==> src/stcu_defines.vh <==
`ifndef STCU_DEFINES_VH
`define STCU_DEFINES_VH
// clock and baud timing
`define STCU_CLK_HZ        20000000
`define STCU_OVERSAMPLE    16
// baud select codes
`define STCU_BAUD_110      3'h0
`define STCU_BAUD_600      3'h1
`define STCU_BAUD_1200     3'h2
`define STCU_BAUD_2400     3'h3
`define STCU_BAUD_4800     3'h4
`define STCU_BAUD_9600     3'h5
// control states
`define STCU_ST_INACTIVE   3'h0
`define STCU_ST_EXEC_IN    3'h1
`define STCU_ST_EXCH_IN    3'h2
`define STCU_ST_EXEC_OUT   3'h3
`define STCU_ST_EXCH_OUT   3'h4
`define STCU_ST_WAIT       3'h5
// status word bit positions
`define STCU_STAT_CHERR    0
`define STCU_STAT_HALT     1
`define STCU_STAT_OPER     2
`define STCU_STAT_INACC    3
`define STCU_STAT_ECHO     4
`define STCU_STAT_RDY      5
// bit index of the start option loopback bit on the host data lines
`define STCU_START_OPT_BIT 5
`endif

==> src/stcu_serial_terminal_control_unit.v <==
module stcu_serial_terminal_control_unit #(
   parameter OVS = 16
) (
   input  wire       mclk_i,
   input  wire       sys_rst_i,
   input  wire       channel_start_cmd_i,
   input  wire       channel_halt_cmd_i,
   input  wire       start_dir_in_i,
   input  wire       start_option_loopback_bit_i,
   input  wire       output_transfer_command_i,
   input  wire       input_transfer_command_i,
   input  wire       status_read_command_i,
   input  wire [7:0] host_data_i,
   input  wire       microcode_loopback_strobe_i,
   input  wire       status_clear_strobe_i,
   input  wire       loopback_select_input_i,
   input  wire [2:0] baud_select_i,
   input  wire       stop_bit_count_select_i,
   input  wire       parity_disable_input_i,
   input  wire       parity_length_input_i,
   input  wire       parity_polarity_input_i,
   input  wire       ready_force_jumper_i,
   input  wire       serial_in_line_i,
   input  wire       terminal_operable_line_i,
   input  wire       terminal_ready_line_i,
   output reg  [7:0] host_data_o,
   output wire       serial_out_line_o,
   output wire       operable_mirror_line_o,
   output wire       host_powered_line_a_o,
   output wire       host_powered_line_b_o,
   output reg        serial_interrupt_request_o,
   output reg        parity_error_signal_o,
   output wire       transmit_data_strobe_o,
   output wire [2:0] control_state_o
);
`include "stcu_defines.vh"

   // three-stage synchronisers on pins; change counts when stages two and three agree
   reg  [2:0] rxd_s_q, opr_s_q, rdy_s_q;
   reg        rxd_q, opr_q, rdy_q;
   always @(posedge mclk_i or posedge sys_rst_i) begin
      if (sys_rst_i) begin
         rxd_s_q <= 3'h7;
         opr_s_q <= 3'h0;
         rdy_s_q <= 3'h0;
         rxd_q   <= 1'b1;
         opr_q   <= 1'b0;
         rdy_q   <= 1'b0;
      end else begin
         rxd_s_q <= {rxd_s_q[1:0], serial_in_line_i};
         opr_s_q <= {opr_s_q[1:0], terminal_operable_line_i};
         rdy_s_q <= {rdy_s_q[1:0], terminal_ready_line_i};
         if (rxd_s_q[1] == rxd_s_q[2]) rxd_q <= rxd_s_q[2];
         if (opr_s_q[1] == opr_s_q[2]) opr_q <= opr_s_q[2];
         if (rdy_s_q[1] == rdy_s_q[2]) rdy_q <= rdy_s_q[2];
      end
   end
   wire terminal_ready_signal = rdy_q | ready_force_jumper_i;

   // pin mirror and constant powered indications
   assign operable_mirror_line_o = opr_q;
   assign host_powered_line_a_o  = 1'b1;
   assign host_powered_line_b_o  = 1'b1;

   // baud divider: oversample tick at sixteen times the selected rate
   reg [31:0] div_max;
   always @* begin
      case (baud_select_i)
         `STCU_BAUD_110:  div_max = `STCU_CLK_HZ / (110 * OVS) - 1;
         `STCU_BAUD_600:  div_max = `STCU_CLK_HZ / (600 * OVS) - 1;
         `STCU_BAUD_1200: div_max = `STCU_CLK_HZ / (1200 * OVS) - 1;
         `STCU_BAUD_2400: div_max = `STCU_CLK_HZ / (2400 * OVS) - 1;
         `STCU_BAUD_4800: div_max = `STCU_CLK_HZ / (4800 * OVS) - 1;
         default:         div_max = `STCU_CLK_HZ / (9600 * OVS) - 1;
      endcase
   end
   reg [15:0] div_q;
   reg        baud_sync_flop_q;
   always @(posedge mclk_i or posedge sys_rst_i) begin
      if (sys_rst_i) begin
         div_q            <= 16'h0000;
         baud_sync_flop_q <= 1'b0;
      end else begin
         if (div_q >= div_max[15:0]) div_q <= 16'h0000;
         else div_q <= div_q + 16'h0001;
         baud_sync_flop_q <= (div_q >= div_max[15:0]);
      end
   end
   wire tick = baud_sync_flop_q;  // transmitter and receiver clock input

   // framing configuration
   wire par_en  = ~parity_disable_input_i & ~parity_length_input_i;
   wire odd_par = parity_polarity_input_i;

   // two-entry transmit buffer
   reg [7:0] buf_q [0:1];
   reg [1:0] cnt_q;
   reg       wp_q, rp_q;
   wire      tx_pop;
   wire      buf_ready = (cnt_q != 2'h2);
   wire      buf_valid = (cnt_q != 2'h0);
   wire      tx_push;
   always @(posedge mclk_i or posedge sys_rst_i) begin
      if (sys_rst_i) begin
         cnt_q <= 2'h0;
         wp_q  <= 1'b0;
         rp_q  <= 1'b0;
         buf_q[0] <= 8'h00;
         buf_q[1] <= 8'h00;
      end else begin
         if (tx_push) begin
            buf_q[wp_q] <= host_data_i;
            wp_q <= ~wp_q;
         end
         if (tx_pop) rp_q <= ~rp_q;
         cnt_q <= cnt_q + {1'b0, tx_push} - {1'b0, tx_pop};
      end
   end

   // transmitter: shift register with start, eight data (seven data and parity when parity is on), stop bits
   reg [3:0] tx_ph_q;
   reg [3:0] tx_bit_q;
   reg [9:0] tx_sh_q;
   reg       tx_busy_q, tx_line_q;
   wire [7:0] tx_word = buf_q[rp_q];
   wire [7:0] tx_char = par_en ?
      {(^tx_word[7:1]) ^ odd_par, tx_word[7:1]} :
      {tx_word[0], tx_word[1], tx_word[2], tx_word[3],
       tx_word[4], tx_word[5], tx_word[6], tx_word[7]};
   assign tx_pop = ~tx_busy_q & buf_valid & terminal_ready_signal & tick;
   always @(posedge mclk_i or posedge sys_rst_i) begin
      if (sys_rst_i) begin
         tx_ph_q   <= 4'h0;
         tx_bit_q  <= 4'h0;
         tx_sh_q   <= 10'h3ff;
         tx_busy_q <= 1'b0;
         tx_line_q <= 1'b1;
      end else if (tx_pop) begin
         tx_sh_q   <= {2'h3, tx_char};
         tx_line_q <= 1'b0;                                     // start bit
         tx_busy_q <= 1'b1;
         tx_ph_q   <= 4'h0;
         tx_bit_q  <= 4'h0;
      end else if (tx_busy_q && tick) begin
         tx_ph_q <= tx_ph_q + 4'h1;
         if (tx_ph_q == 4'hf) begin
            if (tx_bit_q == (stop_bit_count_select_i ? 4'ha : 4'h9)) begin
               tx_busy_q <= 1'b0;
               tx_line_q <= 1'b1;                               // idle high
            end else begin
               tx_line_q <= tx_sh_q[0];
               tx_sh_q   <= {1'b1, tx_sh_q[9:1]};
               tx_bit_q  <= tx_bit_q + 4'h1;
            end
         end
      end
   end

   // receiver: start edge detect, mid-bit sampling, framing stripped
   reg [3:0] rx_ph_q;
   reg [3:0] rx_bit_q;
   reg [7:0] rx_sh_q;
   reg       rx_busy_q, rx_done_q;
   reg [7:0] rx_data_q;
   always @(posedge mclk_i or posedge sys_rst_i) begin
      if (sys_rst_i) begin
         rx_ph_q   <= 4'h0;
         rx_bit_q  <= 4'h0;
         rx_sh_q   <= 8'h00;
         rx_busy_q <= 1'b0;
         rx_done_q <= 1'b0;
         rx_data_q <= 8'h00;
         parity_error_signal_o <= 1'b0;
      end else begin
         rx_done_q <= 1'b0;
         if (!rx_busy_q) begin
            if (tick && !rxd_q) begin
               rx_busy_q <= 1'b1;
               rx_ph_q   <= 4'h1;
               rx_bit_q  <= 4'h0;
            end
         end else if (tick) begin
            rx_ph_q <= rx_ph_q + 4'h1;
            if (rx_ph_q == 4'h8) begin
               if (rx_bit_q == 4'h0 && rxd_q) rx_busy_q <= 1'b0;   // false start
               else if (rx_bit_q == 4'h9) begin                 // stop bit
                  rx_busy_q <= 1'b0;
                  rx_done_q <= 1'b1;
                  rx_data_q <= par_en ? {rx_sh_q[6:0], 1'b0} :
                     {rx_sh_q[0], rx_sh_q[1], rx_sh_q[2], rx_sh_q[3],
                      rx_sh_q[4], rx_sh_q[5], rx_sh_q[6], rx_sh_q[7]};
                  parity_error_signal_o <= par_en &&
                     ((^rx_sh_q[6:0]) ^ odd_par) != rx_sh_q[7];
               end else begin
                  if (rx_bit_q != 4'h0) rx_sh_q <= {rxd_q, rx_sh_q[7:1]};
                  rx_bit_q <= rx_bit_q + 4'h1;
               end
            end
         end
      end
   end

   // echo path: loopback select low in echo mode copies serial in to out
   reg loopback_request_flop_q, echo_q, tds_q;
   wire echo_path = echo_q & loopback_request_flop_q & ~loopback_select_input_i;
   assign serial_out_line_o = echo_path ? rxd_q : tx_line_q;
   assign transmit_data_strobe_o = tds_q;

   // control state machine
   reg [2:0] st_q;
   reg       character_error_flop_q, halt_request_flop_q, input_accepted_flop_q;
   // parity error at end of a character while the channel is active
   wire      perr_hit = rx_done_q & parity_error_signal_o & (st_q != `STCU_ST_INACTIVE);
   assign control_state_o = st_q;
   assign tx_push = (st_q == `STCU_ST_EXCH_OUT) & output_transfer_command_i & buf_ready;
   always @(posedge mclk_i or posedge sys_rst_i) begin
      if (sys_rst_i) begin
         st_q <= `STCU_ST_INACTIVE;
         character_error_flop_q  <= 1'b0;
         halt_request_flop_q     <= 1'b0;
         input_accepted_flop_q   <= 1'b0;
         loopback_request_flop_q <= 1'b0;
         echo_q <= 1'b0;
         tds_q  <= 1'b0;
         serial_interrupt_request_o <= 1'b0;
      end else begin
         // transmit data strobe copies the microcode step strobe one cycle later
         tds_q <= microcode_loopback_strobe_i;
         if (input_transfer_command_i && st_q == `STCU_ST_EXCH_IN)
            input_accepted_flop_q <= 1'b1;
         else if (st_q == `STCU_ST_WAIT && status_clear_strobe_i) begin
            input_accepted_flop_q <= 1'b0;
            echo_q <= 1'b0;
         end
         // set comes last so a strobe beats a clear in the same cycle
         if (microcode_loopback_strobe_i) echo_q <= 1'b1;
         if (channel_start_cmd_i) begin
            loopback_request_flop_q <= host_data_i[`STCU_START_OPT_BIT];
            character_error_flop_q  <= perr_hit;                // error beats the clear
            halt_request_flop_q     <= perr_hit;
            if (!opr_q) st_q <= `STCU_ST_WAIT;
            else if (start_dir_in_i) st_q <= `STCU_ST_EXEC_IN;
            else st_q <= `STCU_ST_EXEC_OUT;
         end else if (perr_hit) begin
            character_error_flop_q <= 1'b1;
            halt_request_flop_q    <= 1'b1;
            st_q <= `STCU_ST_WAIT;
         end else if (channel_halt_cmd_i && st_q != `STCU_ST_INACTIVE) begin
            st_q <= `STCU_ST_WAIT;
         end else begin
            case (st_q)
               `STCU_ST_EXEC_IN:  if (rx_done_q) st_q <= `STCU_ST_EXCH_IN;
               `STCU_ST_EXCH_IN:  if (input_transfer_command_i) st_q <= `STCU_ST_EXEC_IN;
               `STCU_ST_EXEC_OUT: if (!tx_busy_q && !buf_valid && terminal_ready_signal)
                                     st_q <= `STCU_ST_EXCH_OUT;
               `STCU_ST_EXCH_OUT: if (tx_push) st_q <= `STCU_ST_EXEC_OUT;
               default:           st_q <= st_q;
            endcase
         end
         // interrupt for each transfer request and in wait status
         serial_interrupt_request_o <= (st_q == `STCU_ST_EXCH_IN) ||
            (st_q == `STCU_ST_EXCH_OUT) || (st_q == `STCU_ST_WAIT);
      end
   end

   // host input data mux: status word or received character
   always @(posedge mclk_i or posedge sys_rst_i) begin
      if (sys_rst_i) host_data_o <= 8'h00;
      else if (status_read_command_i)
         host_data_o <= {2'h0, terminal_ready_signal, loopback_request_flop_q,
                         input_accepted_flop_q, opr_q, halt_request_flop_q,
                         character_error_flop_q};
      else host_data_o <= rx_data_q;
   end

endmodule // stcu_serial_terminal_control_unit

==> config.mk <==
export PLATFORM = sky130hd
export DESIGN_NAME = stcu_serial_terminal_control_unit
export DESIGN_NICKNAME = d
export VERILOG_FILES = /design/src/stcu_serial_terminal_control_unit.v
export VERILOG_INCLUDE_DIRS = /design/src
export SDC_FILE = /design/constraint.sdc
export NUM_CORES = 1
export LEC_CHECK = 0
export BUFFER_PORTS_ARGS = -buffer_cell sky130_fd_sc_hd__buf_2
export CORE_ASPECT_RATIO = 1.75
export CORE_MARGIN = 5
export CORE_UTILIZATION = 42
export DETAILED_ROUTE_END_ITERATION = 7
export GPL_ROUTABILITY_DRIVEN = 0
export GPL_TIMING_DRIVEN = 0
export PLACE_DENSITY_LB_ADDON = 0.2
export SLEW_MARGIN = 10
export SYNTH_ARGS = -nofsm -noshare
export SYNTH_HDL_FRONTEND = slang
export SYNTH_SLANG_ARGS = --single-unit
==> constraint.sdc <==
create_clock -name mclk_i -period 3.9 [get_ports mclk_i]
set_input_delay 0.585 -clock mclk_i [delete_from_list [all_inputs] [get_ports mclk_i]]
set_output_delay 0.585 -clock mclk_i [all_outputs]
set_load 0.05 [all_outputs]
==> flow_results.org <==
** Run status
- Outcome :: complete, no violations

** Timing
- Clock skew after layout :: between 0.008 and 0.009 ns
- For the pin with the worst max-slew slack, the measured transition is approximately 1.2 ns.
- Normalized max-slew margin :: 22.3%
- Dividing the final minimum period by the clock period gives roughly 69%.
- Subtracting the final worst setup slack from the clock period gives ~2.7 ns.
- Setup Viol. Count Final :: 0
- Setup repair after global routing left no endpoint under its margin.
- The number of hold violations in the final report was 0.
- FMAX :: approximately 370 MHz
- Max-slew violation total from the final report :: 0
- Summed over all failing endpoints, the final setup total negative slack is 0 ns.

** Yosys
- Number of register bits inferred by synthesis :: 111
- Summing the sequential cell areas from Yosys gives 50.0% of the chip area.
- Combined area of all synthesized cells :: about 0.0056 sq mm
- Adder and majority cell fraction of the synthesized area :: 5.47%
- Post-synthesis share of cell area spent on and, or, nand and nor gates :: about an eighth
- Dominant combinational cell family by area after synthesis :: simple AND/OR/NAND/NOR gates
- Post-synthesis xor/xnor area fraction :: ~6.7%
- Synthesis instantiated 65 different standard cells from the library.
- In the synthesized netlist, mux cells make up between 10% and 20% of the area.
- Most used flip-flop cell after synthesis :: sky130_fd_sc_hd__dfrtp_1
- During synthesis, Yosys emitted a total of 0 warnings.
- Counting flops with an async set or reset pin after synthesis yields a share of 100%.
- A synthesized cell averages roughly 12 sq um.
- Summing the areas of all compound-gate instances in the mapped netlist gives between 10% and 20% of the synthesized area.
- Syn Inst Count :: approximately 480
- Counting flops with a built-in enable in the synthesized netlist gives 0.

** Drt
- Residual DRC :: 0
- After detailed routing, the average wire length per cell comes to 15.4 microns.
- Antenna Violating Nets Remaining :: 0
- Dividing the detail-routed via count by the number of cells gives ~5.2.
- Summing over every cut layer, the via total after detailed routing is approximately 3700.
- For this block, the routed nets add up to about 11000 microns of wire.
- The first TritonRoute pass finished after 4 iterations.
- Number of design-rule violations left by the first detailed-router iteration :: roughly 110

** GRT
- Entering global routing, the biggest net connects 80 pins.
- Grt total ovfl :: 0
- The initial antenna violation count was 1.
- Global-route wire length before repair :: between 15000 and 20000 microns
- Global routing consumed, on the met3 layer, ~3.2% of the routing resources.
- Global routing used 17.3% of the available met1 tracks.
- After global routing, the most crowded layer is met2.
- GRT Total Usage :: approximately 15%
- Via count of the first global-routing pass :: 3889
- Met2 demand-to-capacity share in global routing :: around a quarter

** Power and ir drop
- Of the total power, the share spent switching nets is 30.0%.
- The clock network is responsible for between 20% and 30% of the overall power.
- Pwr dens :: about 510 mW/mm^2
- Internal Power :: 2.26 mW
- Switching power total :: approximately 0.97 mW
- Combinational cells account for 22.5% of the total power.
- Peak supply drop :: 0.221 mV
- Static Leakage :: between 2 and 3 nW
- Sequential cell fraction of total power :: about half

** Clock tree
- Clock slew at the register clock pins of the worst setup and hold paths :: around 0.070 ns
- Buffers inserted by post-CTS timing repair :: 0
- No sink is reached through more buffers than the 2 on the longest clock path.
- TritonCTS clock tree :: done
- Number of cells upsized or downsized after cts :: 0
- The H-tree generated during clock tree synthesis spans 3 levels.
- CTS Root Cell :: sky130_fd_sc_hd__clkbuf_16
- Clock latency on the worst-skew pair, taken at its later pin, is approximately 0.34 ns.
- Sink count of the clock tree :: between 100 and 150
- The number of clock buffers added by TritonCTS is 9.
- Hold repair after CTS inserted 0 buffers.

** Worst setup path
- The worst setup path is of the in -> reg kind.
- Along the worst path, the maximum fanout reaches 10.
- The worst setup path is captured at a flop.
- Data on the critical path is required at its endpoint by 4.09 ns.
- Worst EP arrival :: approximately 2.9 ns
- Slowest cell delay on critical path :: around 0.87 ns
- The slowest stage of the critical path belongs to the cell sky130_fd_sc_hd__nor4_1.
- Worst path top cell family by delay :: simple AND/OR/NAND/NOR gates
- The critical path contains buffers and inverters numbering 2 combined.
- STA classifies the critical path startpoint as an input port.
- Walking the worst path, the cells encountered are buf_2, or3_1, ha_1, nand2_1, nor4_1, buf_4, a2111oi_2.
- Crit path from :: baud_select_i[2]
- In this run the critical register-to-register path is launched from div_q[9]$_DFF_PP0_.

** Finish
- Proportion of layout cells with a drive suffix above 1 :: approximately 27%
- Excluding fillers, the count of instances in the completed layout stands at 715.
- Relative to the synthesized area, the layout overhead comes to 14.0%.
- Measured on the finished design, the core utilization comes to 48.9%.
- Post-layout nets :: 592
- Ant. Diodes :: 0
- After routing the design area is roughly 0.0064 sq mm.

** Floorplanning
- The die is 163 microns tall.
- Horizontal die dimension :: 97.2 microns
- I/O Pins :: between 40 and 50
- The total area inside the core boundary comes to approximately 0.013 sq mm.
- Initial cell density of the core :: 42.9%
- The die covers between 0.015 and 0.02 sq mm.
- Floorplan row count :: 55

** Place
- DP Wirelength :: between 8000 and 9000 microns
- Including well taps, the total number of placed cells is ~700.
- Port bufs :: 44
- In this run the cell area measured after placement is about 0.0061 sq mm.

** Flow run
- Max-cap violations in this run came to 0.

** Worst hold path
- Worst hold path type :: in -> async
## worst register-to-register path: stages, from the launching register on
cell,delay [ns]
sky130_fd_sc_hd__dfrtp_1,0.43
sky130_fd_sc_hd__ha_1,0.32
sky130_fd_sc_hd__nand4b_1,0.10
sky130_fd_sc_hd__nor4_1,0.94
sky130_fd_sc_hd__buf_4,0.37
sky130_fd_sc_hd__a2111oi_2,0.10
## sequential cells by signal (all words and copies together), names as in the netlist, 2 cells and up
name and count:
cnt_q 2, control_state_o 3, tx_ph_q 4, tx_bit_q 4, buf_q 16, rdy_s_q 3
rx_data_q 8, div_q 16, rx_sh_q 8, rx_bit_q 4, rxd_s_q 3, host_data_o 8
rx_ph_q 4, opr_s_q 3, tx_sh_q 8
## synth_stat cells, drive strengths merged (5+ instances only)
| cell | number | area, sq um |
|---|---|---|
| o22ai | 7 | 43.8 |
| mux2i | 14 | 140 |
| nand3 | 12 | 60.1 |
| nor3 | 7 | 46.3 |
| ha | 22 | 275 |
| a2111oi | 14 | 191 |
| nor2b | 8 | 50.1 |
| nand2b | 5 | 31.3 |
| mux2 | 30 | 338 |
| nor2 | 33 | 139 |
| a21oi | 22 | 118 |
| o21ai | 21 | 109 |
| buf | 13 | 80.1 |
| dfrtp | 98 | 2450 |
| nand2 | 30 | 115 |
| mux4 | 6 | 135 |
| xnor2 | 30 | 263 |
| inv | 23 | 86.3 |
| xor2 | 13 | 114 |
| dfstp | 13 | 342 |
## routing by layer
metal,vias up,wire (microns)
li1,1814,-
met1,1851,4520
met2,62,5790
met3,19,407
met4,2,254
met5,-,7
## power by group through the flow
stage	clock, mW	combinational, mW	sequential (mW)
global placement	0	0.711	1.56
global route	1.02	0.814	1.59
floorplan	0	0.565	1.56
CTS	0.969	0.737	1.56
detailed placement	0	0.734	1.57
finish	0.946	0.725	1.55
## through the flow
step,setup slack (ns),power (mW),hold WS [ns]
floorplan,0.406,2.12,0.331
global placement,-0.862,2.27,0.335
detailed placement,0.884,2.31,0.343
CTS,1.26,3.26,0.215
global route,1.10,3.42,0.218
finish,1.21,3.22,0.212
## area by class of cell
type,count,area (sq um)
tap,171,214
clock buffer,12,256
buffer,17,95.1
multi-input combinational,332,2610
clock inverter,4,52.6
fill,1187,6640
timing repair buffer,45,248
inverter,23,91.3
sequential,111,2790
## placed cells by master, fill, tap and decap left out, drive strengths merged, types with 16 or more instances in the layout
cell / instances
o21ai: 21
dfrtp: 98
ha: 22
buf: 58
clkbuf: 16
a21oi: 22
nand2: 30
mux2: 30
xnor2: 30
nor2: 33
inv: 24
## kinds of logic (layout without fill, tap and decap cells)
kind of cell / Yosys count / after routing
and+or+nand+nor: 126 / 126
DFF: 111 / 111
AOI/OAI and AO/OA: 85 / 85
muxes: 50 / 50
xor gates and xnor gates: 43 / 43
buffers and inverters: 40 / 101
adders and majority gates: 25 / 25
other: 2 / 3
## worst paths after layout
check                                       end  slack (ns)  cells past startpoint
max                         div_q[13]$_DFF_PP0_        1.21                      7
max reg2reg                 div_q[13]$_DFF_PP0_        1.50                      5
min reg2reg                opr_s_q[1]$_DFF_PP0_        0.36                      0
min in group mclk_i        rxd_s_q[0]$_DFF_PP1_        0.34                      1
max in group asynchronous  rxd_s_q[1]$_DFF_PP1_        2.98                      3
min                        buf_q[6]$_DFFE_PP0P_        0.21                      2
No activity file was read; power rests on OpenSTA's default activity.
